File: config.mk
export PLATFORM = sky130hd
export DESIGN_NAME = sae_port
export DESIGN_NICKNAME = d
export VERILOG_FILES = /design/src/sae_pkg.sv /design/src/sae_sync_if.sv /design/src/sae_sync.sv /design/src/sae_port.sv
export SDC_FILE = /design/constraint.sdc
export NUM_CORES = 1
export LEC_CHECK = 0
export ABC_AREA = 1
export CORE_MARGIN = 2
export CORE_UTILIZATION = 60
export DETAILED_ROUTE_END_ITERATION = 10
export DONT_BUFFER_PORTS = 1
export GPL_TIMING_DRIVEN = 0
export PLACE_DENSITY = 0.77
export SYNTH_ARGS = -nofsm -noshare
export SYNTH_HDL_FRONTEND = slang
export SYNTH_SLANG_ARGS = --single-unit
File: constraint.sdc
create_clock -name CLK_SYS -period 6.1 [get_ports CLK_SYS]
set_clock_uncertainty 0.1 [all_clocks]
set_input_delay 1.22 -clock CLK_SYS [delete_from_list [all_inputs] [get_ports CLK_SYS]]
set_output_delay 1.22 -clock CLK_SYS [all_outputs]
set_load 0.01 [all_outputs]
File: src/sae_pkg.sv
// Constants, register map and types of the absolute encoder serial port
package sae_pkg;

    // ------------------------------------------------------------
    // Clock and timing
    // ------------------------------------------------------------
    localparam int          CLK_PERIOD_NS   = 5;
    localparam int          MONO_NS         = 20000;
    localparam int          MONO_TOL_NS     = 10000;
    localparam int          MONO_W          = 13;
    localparam logic [12:0] MONO_CYC        = 13'(MONO_NS / CLK_PERIOD_NS);
    localparam int          STARTUP_MS      = 250;
    localparam longint      STARTUP_CYC_L   = (longint'(STARTUP_MS) * 1000000) / CLK_PERIOD_NS;
    localparam int          FUNC_DELAY_MS   = 10;
    localparam int          ZERO_HOLD_MS    = 100;

    // ------------------------------------------------------------
    // Frame format
    // ------------------------------------------------------------
    localparam logic [4:0]  FRAME_BITS_RST  = 5'h19;
    localparam logic [4:0]  ST_BITS_MAX     = 5'h10;
    localparam logic [3:0]  MT_BITS_MAX     = 4'he;
    localparam logic [4:0]  ST_BITS_RST     = 5'h0c;
    localparam logic [3:0]  MT_BITS_RST     = 4'hc;
    localparam logic [5:0]  REPEAT_MAX_BITS = 6'h0d;
    localparam int          POS_W           = 30;
    localparam int          SH_W            = 32;

    // ------------------------------------------------------------
    // Register map (byte addresses)
    // ------------------------------------------------------------
    localparam int          ADDR_W          = 5;
    localparam logic [4:0]  REG_CTRL        = 5'h00;
    localparam logic [4:0]  REG_PRESET      = 5'h04;
    localparam logic [4:0]  REG_STATUS      = 5'h08;
    localparam logic [4:0]  REG_POS         = 5'h0c;
    localparam logic [4:0]  REG_WORD        = 5'h10;
    localparam logic [4:0]  REG_FRAMES      = 5'h14;

    // CTRL fields
    localparam int          CTRL_GRAY       = 0;
    localparam int          CTRL_SPECIAL    = 1;
    localparam int          CTRL_ST_LSB     = 2;
    localparam int          CTRL_MT_LSB     = 7;
    localparam int          CTRL_FLEN_LSB   = 11;
    localparam logic [15:0] CTRL_RST        = {FRAME_BITS_RST, MT_BITS_RST, ST_BITS_RST,
                                               1'b0, 1'b1};
    localparam logic [29:0] PRESET_RST      = 30'h0;

    // STATUS fields
    localparam int          STAT_READY      = 0;
    localparam int          STAT_BUSY       = 1;
    localparam int          STAT_MONO       = 2;
    localparam int          STAT_REPEAT     = 3;
    localparam int          STAT_DIR        = 4;
    localparam int          STAT_ZERO       = 5;
    localparam int          STAT_REP_OK     = 6;

    typedef enum logic [1:0] {
        LNK_IDLE,
        LNK_SHIFT,
        LNK_MONO
    } sae_link_e;

endpackage

File: src/sae_sync_if.sv
// Pin group passed through the input synchroniser
`timescale 1ns/10ps
interface sae_sync_if #(
    parameter int W = 3
);
    logic [W-1:0] raw;
    logic [W-1:0] sync;

    modport sync_mp (input raw, output sync);
    modport user_mp (output raw, input sync);
endinterface

File: src/sae_sync.sv
// Two-stage synchroniser for pins from outside the clock domain
`timescale 1ns/10ps
module sae_sync
    import sae_pkg::*;
#(
    parameter int W = 3
)(
    input  wire logic  clk,
    input  wire logic  arst_n,
    sae_sync_if.sync_mp pins
);
    logic [W-1:0] meta_q;
    logic [W-1:0] sync_q;

    genvar i;
    generate
        for (i = 0; i < W; i++)
        begin : g_bit
            always_ff @(posedge clk or negedge arst_n)
            begin
                if (!arst_n)
                begin
                    meta_q[i] <= 1'b1;
                    sync_q[i] <= 1'b1;
                end
                else
                begin
                    meta_q[i] <= pins.raw[i];
                    sync_q[i] <= meta_q[i];
                end
            end
        end
    endgenerate

    assign pins.sync = sync_q;
endmodule

File: src/sae_port.sv
// Serial position port of a multiturn absolute encoder with register access
`timescale 1ns/10ps

module sae_port
    import sae_pkg::*;
#(
    parameter int STARTUP_CYC = int'(STARTUP_CYC_L)
)(
    input  wire logic        CLK_SYS,
    input  wire logic        ARST_N,
    input  wire logic        SSI_CLK,
    output logic             SSI_DATA,
    input  wire logic        DIR_SEL,
    input  wire logic        ZERO_SET,
    input  wire logic        STEP_STB,
    input  wire logic        STEP_CW,
    input  wire logic [4:0]  AVS_ADDRESS,
    input  wire logic        AVS_READ,
    input  wire logic        AVS_WRITE,
    input  wire logic [31:0] AVS_WRITEDATA,
    input  wire logic [3:0]  AVS_BYTEENABLE,
    output logic [31:0]      AVS_READDATA,
    output logic             AVS_WAITREQUEST
);

    // ------------------------------------------------------------
    // Functions
    // ------------------------------------------------------------
    function automatic logic [POS_W-1:0] to_gray(input logic [POS_W-1:0] b);
        return b ^ (b >> 1);
    endfunction

    function automatic logic [31:0] be_merge(input logic [31:0] old_v,
                                             input logic [31:0] new_v,
                                             input logic [3:0]  be);
        logic [31:0] r;
        r = old_v;
        for (int k = 0; k < 4; k++)
        begin
            if (be[k])
            begin
                r[8*k +: 8] = new_v[8*k +: 8];
            end
        end
        return r;
    endfunction

    // ------------------------------------------------------------
    // Pin synchronisers
    // ------------------------------------------------------------
    sae_sync_if #(.W(3)) pins_if ();

    assign pins_if.raw = {ZERO_SET, DIR_SEL, SSI_CLK};

    sae_sync #(
        .W      (3)
    ) u_sync (
        .clk    (CLK_SYS),
        .arst_n (ARST_N),
        .pins   (pins_if.sync_mp)
    );

    wire ssi_clk_s = pins_if.sync[0];
    wire dir_s     = pins_if.sync[1];
    wire zero_s    = pins_if.sync[2];

    // ------------------------------------------------------------
    // Registers
    // ------------------------------------------------------------
    logic [15:0]       ctrl_q;
    logic [POS_W-1:0]  preset_q;
    logic [POS_W-1:0]  pos_q;
    logic [SH_W-1:0]   sh_q;
    logic [SH_W-1:0]   word_q;
    logic [4:0]        cnt_q;
    logic [MONO_W-1:0] timer_q;
    logic              clk_prev_q;
    logic              data_q;
    logic              repeat_q;
    logic [31:0]       frames_q;
    logic [31:0]       start_cnt_q;
    logic              ready_q;
    logic              ack_q;
    logic [31:0]       rdata_q;
    sae_link_e         state_q;

    // ------------------------------------------------------------
    // Format decode
    // ------------------------------------------------------------
    wire [4:0] st_req  = ctrl_q[CTRL_ST_LSB +: 5];
    wire [3:0] mt_req  = ctrl_q[CTRL_MT_LSB +: 4];
    wire [4:0] st_bits = (st_req > ST_BITS_MAX) ? ST_BITS_MAX : st_req;
    wire [3:0] mt_bits = (mt_req > MT_BITS_MAX) ? MT_BITS_MAX : mt_req;
    wire [5:0] n_bits  = {1'b0, st_bits} + {2'b00, mt_bits};
    wire [4:0] flen    = ctrl_q[CTRL_FLEN_LSB +: 5];
    wire       use_gray = ctrl_q[CTRL_GRAY];
    wire       special  = ctrl_q[CTRL_SPECIAL];
    wire       rep_ok   = (n_bits <= REPEAT_MAX_BITS);

    wire [31:0]      pos_mask  = ~(32'hffffffff << n_bits);
    wire [POS_W-1:0] pos_mask30 = pos_mask[POS_W-1:0];
    wire [POS_W-1:0] pos_code  = use_gray ? to_gray(pos_q) : pos_q;
    wire [5:0]       sh_pos    = 6'd32 - n_bits;
    wire [5:0]       sh_spec   = 6'd31 - n_bits;
    wire [SH_W-1:0]  pos_just  = {2'b00, pos_code & pos_mask30} << sh_pos;
    wire [SH_W-1:0]  spec_just = {31'h0, special} << sh_spec;
    wire [SH_W-1:0]  word_now  = pos_just | spec_just;

    // ------------------------------------------------------------
    // Link edge detection
    // ------------------------------------------------------------
    wire clk_fall   = clk_prev_q & ~ssi_clk_s;
    wire clk_rise   = ~clk_prev_q & ssi_clk_s;
    wire mono_done  = (timer_q == '0);
    wire last_bit   = ({27'h0, cnt_q} + 32'd1) >= {27'h0, flen};

    always_ff @(posedge CLK_SYS or negedge ARST_N)
    begin
        if (!ARST_N)
        begin
            clk_prev_q <= 1'b1;
        end
        else
        begin
            clk_prev_q <= ssi_clk_s;
        end
    end

    // ------------------------------------------------------------
    // Power-up delay
    // ------------------------------------------------------------
    always_ff @(posedge CLK_SYS or negedge ARST_N)
    begin
        if (!ARST_N)
        begin
            start_cnt_q <= '0;
            ready_q     <= 1'b0;
        end
        else if (!ready_q)
        begin
            start_cnt_q <= start_cnt_q + 32'd1;
            ready_q     <= (start_cnt_q + 32'd1 >= 32'(STARTUP_CYC));
        end
    end

    // ------------------------------------------------------------
    // Position counter
    // ------------------------------------------------------------
    wire count_down = STEP_CW ? dir_s : ~dir_s;

    always_ff @(posedge CLK_SYS or negedge ARST_N)
    begin
        if (!ARST_N)
        begin
            pos_q <= '0;
        end
        else if (zero_s)
        begin
            pos_q <= preset_q & pos_mask30;
        end
        else if (STEP_STB)
        begin
            pos_q <= (count_down ? pos_q - 30'd1 : pos_q + 30'd1) & pos_mask30;
        end
    end

    // ------------------------------------------------------------
    // Serial frame engine
    // ------------------------------------------------------------
    always_ff @(posedge CLK_SYS or negedge ARST_N)
    begin
        if (!ARST_N)
        begin
            state_q  <= LNK_IDLE;
            data_q   <= 1'b1;
            sh_q     <= '0;
            word_q   <= '0;
            cnt_q    <= '0;
            timer_q  <= '0;
            repeat_q <= 1'b0;
            frames_q <= '0;
        end
        else
        begin
            unique case (state_q)
                LNK_IDLE:
                begin
                    data_q <= 1'b1;
                    if (ready_q && clk_fall)
                    begin
                        sh_q     <= word_now;
                        word_q   <= word_now;
                        cnt_q    <= '0;
                        timer_q  <= MONO_CYC;
                        repeat_q <= 1'b0;
                        state_q  <= LNK_SHIFT;
                    end
                end
                LNK_SHIFT:
                begin
                    if (clk_rise)
                    begin
                        data_q <= sh_q[SH_W-1];
                        sh_q   <= sh_q << 1;
                        cnt_q  <= cnt_q + 5'd1;
                        if (last_bit)
                        begin
                            state_q  <= LNK_MONO;
                            frames_q <= frames_q + 32'd1;
                        end
                    end
                    if (clk_fall)
                    begin
                        timer_q <= MONO_CYC;
                    end
                    else if (mono_done)
                    begin
                        data_q  <= 1'b1;
                        state_q <= LNK_IDLE;
                    end
                    else
                    begin
                        timer_q <= timer_q - 13'd1;
                    end
                end
                LNK_MONO:
                begin
                    if (mono_done)
                    begin
                        data_q  <= 1'b1;
                        state_q <= LNK_IDLE;
                    end
                    else
                    begin
                        timer_q <= timer_q - 13'd1;
                        if (clk_fall && rep_ok)
                        begin
                            sh_q     <= word_q;
                            cnt_q    <= '0;
                            timer_q  <= MONO_CYC;
                            repeat_q <= 1'b1;
                            state_q  <= LNK_SHIFT;
                        end
                        else if (clk_rise)
                        begin
                            data_q <= 1'b0;
                        end
                    end
                end
            endcase
        end
    end

    assign SSI_DATA = data_q;

    // ------------------------------------------------------------
    // Avalon-MM slave: one wait state per access
    // ------------------------------------------------------------
    wire req     = AVS_READ | AVS_WRITE;
    wire wr_take = AVS_WRITE & ack_q;

    wire hit_ctrl   = (AVS_ADDRESS == REG_CTRL);
    wire hit_preset = (AVS_ADDRESS == REG_PRESET);
    wire hit_status = (AVS_ADDRESS == REG_STATUS);
    wire hit_pos    = (AVS_ADDRESS == REG_POS);
    wire hit_word   = (AVS_ADDRESS == REG_WORD);
    wire hit_frames = (AVS_ADDRESS == REG_FRAMES);

    wire [31:0] status_v = {25'h0, rep_ok, zero_s, dir_s, repeat_q,
                            (state_q == LNK_MONO), (state_q != LNK_IDLE), ready_q};

    wire [31:0] rd_mux = hit_ctrl   ? {16'h0, ctrl_q}   :
                         hit_preset ? {2'h0, preset_q}  :
                         hit_status ? status_v          :
                         hit_pos    ? {2'h0, pos_q}     :
                         hit_word   ? word_q            :
                         hit_frames ? frames_q          : 32'h0;

    wire [31:0] ctrl_new   = be_merge({16'h0, ctrl_q}, AVS_WRITEDATA, AVS_BYTEENABLE);
    wire [31:0] preset_new = be_merge({2'h0, preset_q}, AVS_WRITEDATA, AVS_BYTEENABLE);

    always_ff @(posedge CLK_SYS or negedge ARST_N)
    begin
        if (!ARST_N)
        begin
            ack_q   <= 1'b0;
            rdata_q <= '0;
        end
        else
        begin
            ack_q <= req & ~ack_q;
            if (AVS_READ && !ack_q)
            begin
                rdata_q <= rd_mux;
            end
        end
    end

    always_ff @(posedge CLK_SYS or negedge ARST_N)
    begin
        if (!ARST_N)
        begin
            ctrl_q   <= CTRL_RST;
            preset_q <= PRESET_RST;
        end
        else if (wr_take)
        begin
            if (hit_ctrl)
            begin
                ctrl_q <= ctrl_new[15:0];
            end
            if (hit_preset)
            begin
                preset_q <= preset_new[POS_W-1:0];
            end
        end
    end

    assign AVS_WAITREQUEST = req & ~ack_q;
    assign AVS_READDATA    = rdata_q;

endmodule

Word-level counts from Yosys, hierarchy flattened. Cells that the tools add are included.

Bits in registers: 267.

Add/sub/neg operators: 10. Equality and inequality tests: 15. $lt $le $gt $ge: 5. Bitwise logic cells: 15. Shift operators: 3. Reduce and logical (&&, ||, !) cells: 23. Multiplexer cells: 49.

Operators by type and width (count): $mux W32 (10); $mux W30 (4); $pmux W32 S3 (1); $and A30 B30 Y30 (3); $mux W13 (5); $add A32 B1 Y32 const B (2); $pmux W13 S3 (1); $ge A32 B26 Y1 const B (1); $or A32 B32 Y32 (1); $shl A1 B6 Y32 (1); $shl A30 B6 Y32 (1); $shl A32 B6 Y30 const A (1); $add A30 B1 Y30 const B (1); $not A30 Y30 (1); $sub A30 B1 Y30 const B (1); $xor A30 B29 Y30 (1); $mux W5 (5); $reduce_and A3 Y1 (8); $pmux W5 S3 (1); $mux W2 (7); $logic_not A13 Y1 (1); $sub A13 B1 Y13 const B (1); $mux W1 (11); $eq A5 B4 Y1 const B (2); other kinds (31) (49).

Logic depth before layout (Yosys ltp). Gate-level depths: netlist (run 1).

Depth after elaboration: 10. Gate-level depth with buffers: 25.

By module. From an unflattened synthesis (run 1), not the netlist that was laid out.

Cell total of the unflattened synthesis: 2526. Area, all modules: 18174.9 µm².

Modules (own cells, without submodules): sae_port (cells each 2520, area each 18017.3 µm², sequential area each 6543.8 µm², instances 1); sae_sync (cells each 6, area each 157.7 µm², sequential area each 157.7 µm², instances 1).

Least setup slack after synthesis (run 1). Ideal clock, no wire load.

Path type: input to register. Start: input STEP_CW. End: register pos_q[26]. Arrival time: 4.436 ns. Setup time: 0.121 ns. Required time: 5.879 ns. Slack: 1.443 ns. Stages: 15. Path buffers: 0. Path through: xnor2_1 > fa_1 > nand2_1 > nand2_1 > a21oi_1 > o21bai_1 > nand2_1 > nand2_1 > inv_1 > o21ai_0 > nand2_1 > o211ai_1 > and2_1 > o21ai_0 > a22o_1.

Word-level cells in the longest chain between the ends: 5.

Ends and longest elaborated chain: start: declaration (RTL line sae_port.sv:16) `input wire logic STEP_CW,`; $mux W1 (RTL line sae_port.sv:149) `wire count_down = STEP_CW ? dir_s : ~dir_s;`; $mux W30 (RTL line sae_port.sv:163) `pos_q <= (count_down ? pos_q - 30'd1 : pos_q + 30'd1) & pos_mask30;`; $and A30 B30 Y30 (RTL line sae_port.sv:163); $mux W30 (RTL line sae_port.sv:161) `else if (STEP_STB)`; $mux W30 (RTL line sae_port.sv:157) `else if (zero_s)`; end signal: assignment (RTL line sae_port.sv:159) `pos_q <= preset_q & pos_mask30;`; end signal: assignment (RTL line sae_port.sv:163); end: declaration (RTL line sae_port.sv:72) `logic [POS_W-1:0] pos_q;`.

No other way between the ends. The select of a mux whose other input is x is not followed. A chain may end at the register's enable or synchronous reset.

Worst setup path after layout (run 1).
Start: register ctrl_q[6]. End: register word_q[30].

Word-level cells in the longest chain between the ends: 8. Elaborated cells on any way between the ends: 11.

Ends and longest elaborated chain: start: declaration (RTL line sae_port.sv:70) `logic [15:0] ctrl_q;`; start signal: assignment (RTL line sae_port.sv:310) `ctrl_q <= ctrl_new[15:0];`; $gt A5 B5 Y1 (RTL line sae_port.sv:92) `wire [4:0] st_bits = (st_req > ST_BITS_MAX) ? ST_BITS_MAX : st_req;`; $mux W5 (*) (RTL line sae_port.sv:92); $add A5 B4 Y6 (*) (RTL line sae_port.sv:94) `wire [5:0] n_bits = {1'b0, st_bits} + {2'b00, mt_bits};`; $shl A32 B6 Y30 (RTL line sae_port.sv:100) `wire [31:0] pos_mask = ~(32'hffffffff << n_bits);`; $not A30 Y30 (RTL line sae_port.sv:100); $and A30 B30 Y30 (RTL line sae_port.sv:105) `wire [SH_W-1:0] pos_just = {2'b00, pos_code & pos_mask30} << sh_pos;`; $shl A30 B6 Y32 (RTL line sae_port.sv:105); $or A32 B32 Y32 (*) (RTL line sae_port.sv:107) `wire [SH_W-1:0] word_now = pos_just | spec_just;`; end signal: assignment (RTL line sae_port.sv:192) `word_q <= word_now;`; end: declaration (RTL line sae_port.sv:74) `logic [SH_W-1:0] word_q;`.

Mark *: on every way between the ends. The rest lies on a longest branch, timed or not.

==> results.py, run 1 <==
metrics = {
    "outcome": {
        "run_status": "finished, final reports clean",
    },
    "run": {
        "maxCapViolations": 0,
    },
    "die": {
        "placementRows": 63,
        "design.core.area_sq_um": 29800,
        "initial_core_util": 0.6138,
        "fp.dieArea_sq_um": 31890,
        "die_w_um": 178.6,
        "die_height_um": 178.6,
        "ioPinCount": 84,
    },
    "logic_synthesis": {
        "syn_avg_cell_area_sq_um": 7.169,
        "synth-seq-cells": 267,
        "post_synth_instance_area_sq_um": 18290,
        "synth_top_area_cell": "sky130_fd_sc_hd__dfrtp_1",
        "yosys-top-cells-area": "sky130_fd_sc_hd__dfrtp_1 34%, sky130_fd_sc_hd__nand2_1 13%, sky130_fd_sc_hd__nand3_1 6.8%",
        "synth_largest_type_area_fraction": 0.3435,
        "synth_seq_area_share": 0.3664,
        "post_synth_inst_count": 2551,
        "yosys.cell_types.count": 56,
        "synth_fp_nets": 2649,
        "yosys_warnings": 0,
    },
    "detailed_routing": {
        "drtPass1Iterations": 8,
        "routed_via_density": 6.305,
        "drt_wl_total_um": 66010,
        "drt-wirelength-per-cell_um": 22.01,
        "final_antenna_net_count": 0,
        "detail_route.drc_violations": 0,
        "vias": 18908,
        "drt_first_iter_violations": 2381,
    },
    "clock_network": {
        "cts_hold_buf": 0,
        "cts_tree": "built",
        "cts_num_sinks": 267,
        "cts_repair_resize_count": 0,
        "clk_transition_reported_paths_ns": 0.07,
        "cts-buffers-inserted": 29,
        "htree_levels": 1,
        "cts_post_setup_buffers_inserted": 0,
        "clock_latency_of_the_later_clocked_register_in_the_worst_skew_pair_ns": 0.58,
        "library_cell_used_as_clock_root_buffer": "sky130_fd_sc_hd__clkbuf_16",
        "clock_tree_buf_depth": 3,
    },
    "final_layout": {
        "final_cell_count_no_fill": 2999,
        "final_net_count": 2681,
        "mostFrequentLayoutCell": "sky130_fd_sc_hd__nand2_1",
        "final_cell_mix": "642 x sky130_fd_sc_hd__nand2_1, 278 x sky130_fd_sc_hd__inv_1, 251 x sky130_fd_sc_hd__dfrtp_1",
        "num-fill-cells": 2586,
        "regArea_sq_um": 6701,
        "drive_gt1_frac": 0.06639,
        "area.growth.synth_to_final_pct": 8.169,
        "total_area_of_multi_input_combinational_cells_sq_um": 10020,
    },
    "sta": {
        "holdWs_ns": 0.2267,
        "grt_setup_unrepaired": "false",
        "worstMarginPinSlew_ns": 1.210,
        "finalCritPeriodShare": 0.6747,
        "timing_max_transition_violations_final": 0,
        "max_slew_margin": 0.1872,
        "final.setup.tns_ns": 0,
        "finalCriticalPeriod_ns": 4.116,
        "timing_hold_violations_final": 0,
        "report.final.setup_viol": 0,
        "max_fclk_mhz": 243.0,
    },
    "worst_setup_path": {
        "worstSetupPathType": "reg -> reg",
        "cp_slowest_cell": "sky130_fd_sc_hd__fa_1",
        "critPathRequiredTime_ns": 6.45,
        "crit-reg2reg-capture": "word_q[30]",
        "critical_register_to_register_path_startpoint": "ctrl_q[6]",
        "worstPathArrival_ns": 4.46,
        "worst_reg2reg_setup_slack_ns": 1.98,
        "crit_path_max_incr_delay_ns": 0.64,
        "cells_along_the_critical_path": "buf_2, nor2_1, ha_1, inv_1, fa_1, inv_2, nor2_2, inv_2, nor2_2, nand3_1, nand2_1, nand2_1, nand3_1, nand3_1, nand3_1, nand2_1, nand2_1, nand3_1, nand3_1, nand2_1, nand2_1, o21ai_1",
        "crit_path_max_fanout": 10,
        "r2r_cells": 22,
        "worstSetupEndpointType": "register",
        "startpoint_type": "register",
    },
    "global_route": {
        "number_of_antenna_violations_at_the_first_check_in_global_routing": 5,
        "vias_in_the_first_global_route": 18128,
        "grt-ovfl-total": 0,
        "maximum_number_of_pins_on_one_net_before_global_route_repair": 268,
        "globalRouteTotalUtil": 0.4171,
        "grt_pass1_wl_um": 101200,
    },
    "power_and_ir_drop": {
        "leakage_nw": 9.302,
        "cellPowerDensity_nw_per_um2": 267.3,
        "power.ir.vdd_worst_uv": 235.6,
    },
    "placed_design": {
        "globalplace.congestion": 1.069,
        "detailedPlacementHpwl_um": 50610,
        "port-buffer-count": 0,
        "numPlacedInstances": 2942,
    },
    "hold_path": {
        "min-delay-path-class": "in -> async",
    },
}
==> cells in the mapped netlist (all sizes together) <==
library cell  instances
a2111oi               4
a21o                  7
a21oi               115
a221oi               40
a22o                  5
a22oi                 3
a31o                  1
a31oi                12
a32o                  1
a32oi                 5
and2                  1
buf                  34
clkbuf               69
clkinv                3
dfrtp               251
dfstp                16
fa                    2
ha                   46
inv                 290
mux2                 14
nand2               662
nand3               262
nand3b                1
nand4                26
nor2                196
nor3                 44
nor3b                 4
nor4                 16
o2111ai              12
o211ai               17
o21a                  3
o21ai               229
o21bai                3
o221ai                7
o22ai                32
o31ai                 1
or2                   3
xnor2                14
xor2                100
==> flip-flops by register name, summed over array words and instances, names as in the netlist, 3 cells and up <==
name and cells:
AVS_READDATA 32, pos_q 30, timer_q 13, preset_q 30
u_sync.pins.sync 3, ctrl_q 16, u_sync.meta_q 3, cnt_q 5
word_q 32, frames_q 32, sh_q 32, start_cnt_q 32
==> routing by layer <==
metal	GRT usage	vias up	wire length [um]
met5	0	-	0
met4	0.2283	0	4468
met3	0.08227	265	6486
met2	0.6782	1094	29890
met1	0.5223	8951	25170
li1	-	8598	-
==> layout make-up <==
type	instances	area share
timing repair buffer	1	0.001392
tap	390	0.02467
sequential	267	0.3388
buffer	103	0.02385
antenna	3	0.0003795
clock inverter	7	0.005060
multi-input combinational	1888	0.5066
clock buffer	47	0.04364
inverter	293	0.05560
==> kinds of logic (layout without fill, tap and decap cells) <==
| kind of cell | after synthesis | count (layout) | share of synthesized area |
|---|---|---|---|
| mux | 14 | 14 | 0.008621 |
| compound gates | 497 | 497 | 0.1593 |
| xor+xnor | 114 | 114 | 0.05562 |
| other cells | 0 | 3 | 0 |
| flops | 267 | 267 | 0.3664 |
| buf+inv | 396 | 451 | 0.08593 |
| simple gates | 1215 | 1215 | 0.2904 |
| fa+ha+maj | 48 | 48 | 0.03366 |
==> report_power, final <==
part / leakage [nW] / switching, mW / internal, mW
clock: 0.474 / 0.772 / 1.05
sequential: 3.63 / 0.0723 / 1.82
combinational: 5.20 / 1.13 / 0.438
total: 9.30 / 1.98 / 3.31
==> how the worst max path moves through the flow <==
stage | startpoint | endpoint | slack, ns | cells after the start
floorplan | STEP_CW | pos_q[26] | 1.44 | 15
detailed placement | STEP_CW | pos_q[19] | 1.58 | 15
global placement | STEP_CW | pos_q[19] | 0.12 | 15
global route | ctrl_q[8] | word_q[26] | 1.78 | 23
CTS | ctrl_q[6] | word_q[26] | 2.12 | 22
finish | ctrl_q[6] | word_q[30] | 1.98 | 22
==> worst max-delay path, delay by kind of cell (launching register included) <==
family / cells / cell delay [ns]
adder cells (fa/ha/maj): 2 / 0.88
AO/OA/AOI/OAI: 1 / 0.07
AND/OR/NAND/NOR: 15 / 2.12
flip-flops: 1 / 0.35
buffers and inverters: 4 / 0.45
==> per-stage QoR <==
step	total power [mW]	worst slack (ns)	util	area (sq um)
after global routing	5.483	1.783	0.6638	19780
after global placement	3.395	0.1230	0.6301	18780
after detailed placement	3.415	1.576	0.6313	18810
after CTS	5.199	2.124	0.6636	19770
after floorplan	2.941	1.443	-	18290
final	5.288	1.984	0.6639	19780
Note: power is estimated with default switching activity, not from simulation.
==> run 2: changes to the inputs <==
- clock period: 6.1 -> 3.83 ns (I/O delays scaled with it)
==> run 2 against run 1 <==
Compared with the run above:
- the flow now finishes with violations (negative hold slack)
- sequential power up 60%
- global-route usage grew 0.26 points
- total power increased by 60%
- clock-buffer cell count down 2
- core utilization is 0.59 points higher
- sequential share of layout area shrank 0.30 points
- setup slack worse by 1.9 ns
- non-clock buffer count grew 6
==> results.py, run 2 (synthesis gave the netlist of run 1 again) <==
metrics = {
    "sta": {
        "worstMarginPinSlew_ns": 0.8845,
        "finalCritPeriodShare": 0.9697,
        "timing_max_transition_violations_final": 0,
        "holdWs_ns": -0.2369,
        "report.final.setup_viol": 0,
        "max_slew_margin": 0.3951,
        "final.setup.worst_slack_ns": 0.1161,
        "max_fclk_mhz": 269.3,
        "finalCriticalPeriod_ns": 3.714,
        "timing_hold_violations_final": 252,
    },
    "worst_setup_path": {
        "crit_path_max_fanout": 10,
        "startpoint_type": "register",
        "worstSetupPathType": "reg -> reg",
        "critPathRequiredTime_ns": 4.20,
        "worstPathArrival_ns": 4.08,
        "worstSetupEndpointType": "register",
    },
    "detailed_routing": {
        "drtPass1Iterations": 8,
        "drt-wirelength-per-cell_um": 21.95,
        "final_antenna_net_count": 0,
        "drt_wl_total_um": 65890,
        "vias": 18912,
        "detail_route.drc_violations": 0,
        "routed_via_density": 6.302,
        "drt_first_iter_violations": 2378,
    },
    "global_route": {
        "grt_pass1_wl_um": 101500,
        "grt-ovfl-total": 0,
        "globalRouteTotalUtil": 0.4197,
        "vias_in_the_first_global_route": 18154,
        "number_of_antenna_violations_at_the_first_check_in_global_routing": 2,
        "maximum_number_of_pins_on_one_net_before_global_route_repair": 268,
    },
    "clock_network": {
        "cts_num_sinks": 267,
        "cts_tree": "built",
        "cts-buffers-inserted": 30,
        "clock_tree_buf_depth": 3,
        "htree_levels": 1,
        "library_cell_used_as_clock_root_buffer": "sky130_fd_sc_hd__clkbuf_16",
        "clk_transition_reported_paths_ns": 0.06,
        "clock_latency_of_the_later_clocked_register_in_the_worst_skew_pair_ns": 0.60,
    },
    "hold_path": {
        "min-delay-path-class": "in -> async",
    },
    "die": {
        "placementRows": 63,
        "design.core.area_sq_um": 29800,
        "die_height_um": 178.6,
        "ioPinCount": 84,
        "fp.dieArea_sq_um": 31890,
        "initial_core_util": 0.6138,
        "die_w_um": 178.6,
    },
    "power_and_ir_drop": {
        "cellPowerDensity_nw_per_um2": 424.0,
        "design_power_total_mw": 8.462,
        "power.ir.vdd_worst_uv": 380.6,
        "leakage_nw": 9.387,
    },
    "final_layout": {
        "mostFrequentLayoutCell": "sky130_fd_sc_hd__nand2_1",
        "final_net_count": 2689,
        "antenna-diode-count": 0,
        "fin_util": 0.6698,
        "drive_gt1_frac": 0.08196,
        "area.growth.synth_to_final_pct": 9.127,
        "finalInstanceArea_sq_um": 19960,
        "final_cell_mix": "632 x sky130_fd_sc_hd__nand2_1, 278 x sky130_fd_sc_hd__inv_1, 251 x sky130_fd_sc_hd__dfrtp_1",
        "num-fill-cells": 2636,
    },
    "outcome": {
        "run_status": "complete, but fails checks",
        "failed_checks": "negative hold slack",
    },
    "placed_design": {
        "place_ws_ns": -0.4020,
        "globalplace.congestion": 1.032,
        "placed_cell_area_sq_um": 18790,
        "port-buffer-count": 0,
        "detailedPlacementHpwl_um": 50530,
    },
    "run": {
        "maxCapViolations": 0,
    },
}
run 2: what timing repair did:
item / in CTS / in global routing
endpoints found under the hold margin: 267 / 255
pin swaps: 1 / 5
gates cloned: 1 / 0
endpoints found under the setup margin: 33 / 63
buffers inserted: 0 / 6
resized for setup: 3 / 44
run 2: critical path, cell delays in order (launching register included):
cell and delay [ns]:
sky130_fd_sc_hd__dfrtp_1 0.35, sky130_fd_sc_hd__buf_2 0.19, sky130_fd_sc_hd__nor2_1 0.13, sky130_fd_sc_hd__ha_2 0.23, sky130_fd_sc_hd__inv_1 0.07, sky130_fd_sc_hd__fa_2 0.43
sky130_fd_sc_hd__inv_2 0.10, sky130_fd_sc_hd__nand3_2 0.08, sky130_fd_sc_hd__nand3_1 0.14, sky130_fd_sc_hd__nand2_4 0.14, sky130_fd_sc_hd__nor2_8 0.19, sky130_fd_sc_hd__nand2_2 0.20
sky130_fd_sc_hd__nor2_4 0.26, sky130_fd_sc_hd__inv_2 0.06, sky130_fd_sc_hd__nand2_1 0.09, sky130_fd_sc_hd__nand2_2 0.20, sky130_fd_sc_hd__buf_6 0.22, sky130_fd_sc_hd__a221oi_1 0.28
sky130_fd_sc_hd__a21oi_1 0.13
run 2: cell type report:
class | instances | area [sq um] | area share
clock inverter | 7 | 92.59 | 0.004640
sequential | 267 | 6701 | 0.3358
inverter | 293 | 1100 | 0.05511
timing repair buffer | 7 | 50.05 | 0.002508
buffer | 103 | 491.7 | 0.02464
clock buffer | 45 | 877.1 | 0.04395
tap | 390 | 488.0 | 0.02445
multi-input combinational | 1889 | 10160 | 0.5089
run 2: where the power goes:
part / switching [mW] / internal (mW)
Combinational: 1.83 / 0.738
Sequential: 0.120 / 2.90
Clock: 1.22 / 1.65
run 2: layer usage:
layer | GRT usage | wire [um]
met2 | 0.6737 | 29690
met3 | 0.09207 | 6880
met4 | 0.2371 | 4639
met5 | 0 | 0
met1 | 0.5240 | 24670
run 2: through the flow:
stage / instances / setup TNS (ns)
2_1_floorplan: 2551 / 0
3_3_place_gp: 2941 / -6.320
3_5_place_dp: 2941 / -2.396
4_1_cts: 2994 / 0
5_1_grt: 3001 / -0.04991
6_report: 3001 / 0
run 2: path summary, 6_finish.rpt:
| kind | slack, ns | to | start | cells past startpoint |
|---|---|---|---|---|
| max | 0.12 | sh_q[21] | ctrl_q[6] | 18 |
| min | -0.24 | start_cnt_q[16] | ARST_N | 0 |
| max reg2reg | 0.12 | sh_q[21] | ctrl_q[6] | 18 |
| min reg2reg | 0.26 | u_sync.pins.sync[2] | u_sync.meta_q[2] | 0 |
| max in group asynchronous | 3.49 | u_sync.pins.sync[1] | ARST_N | 0 |
| min in group CLK_SYS | 0.06 | u_sync.meta_q[0] | SSI_CLK | 0 |
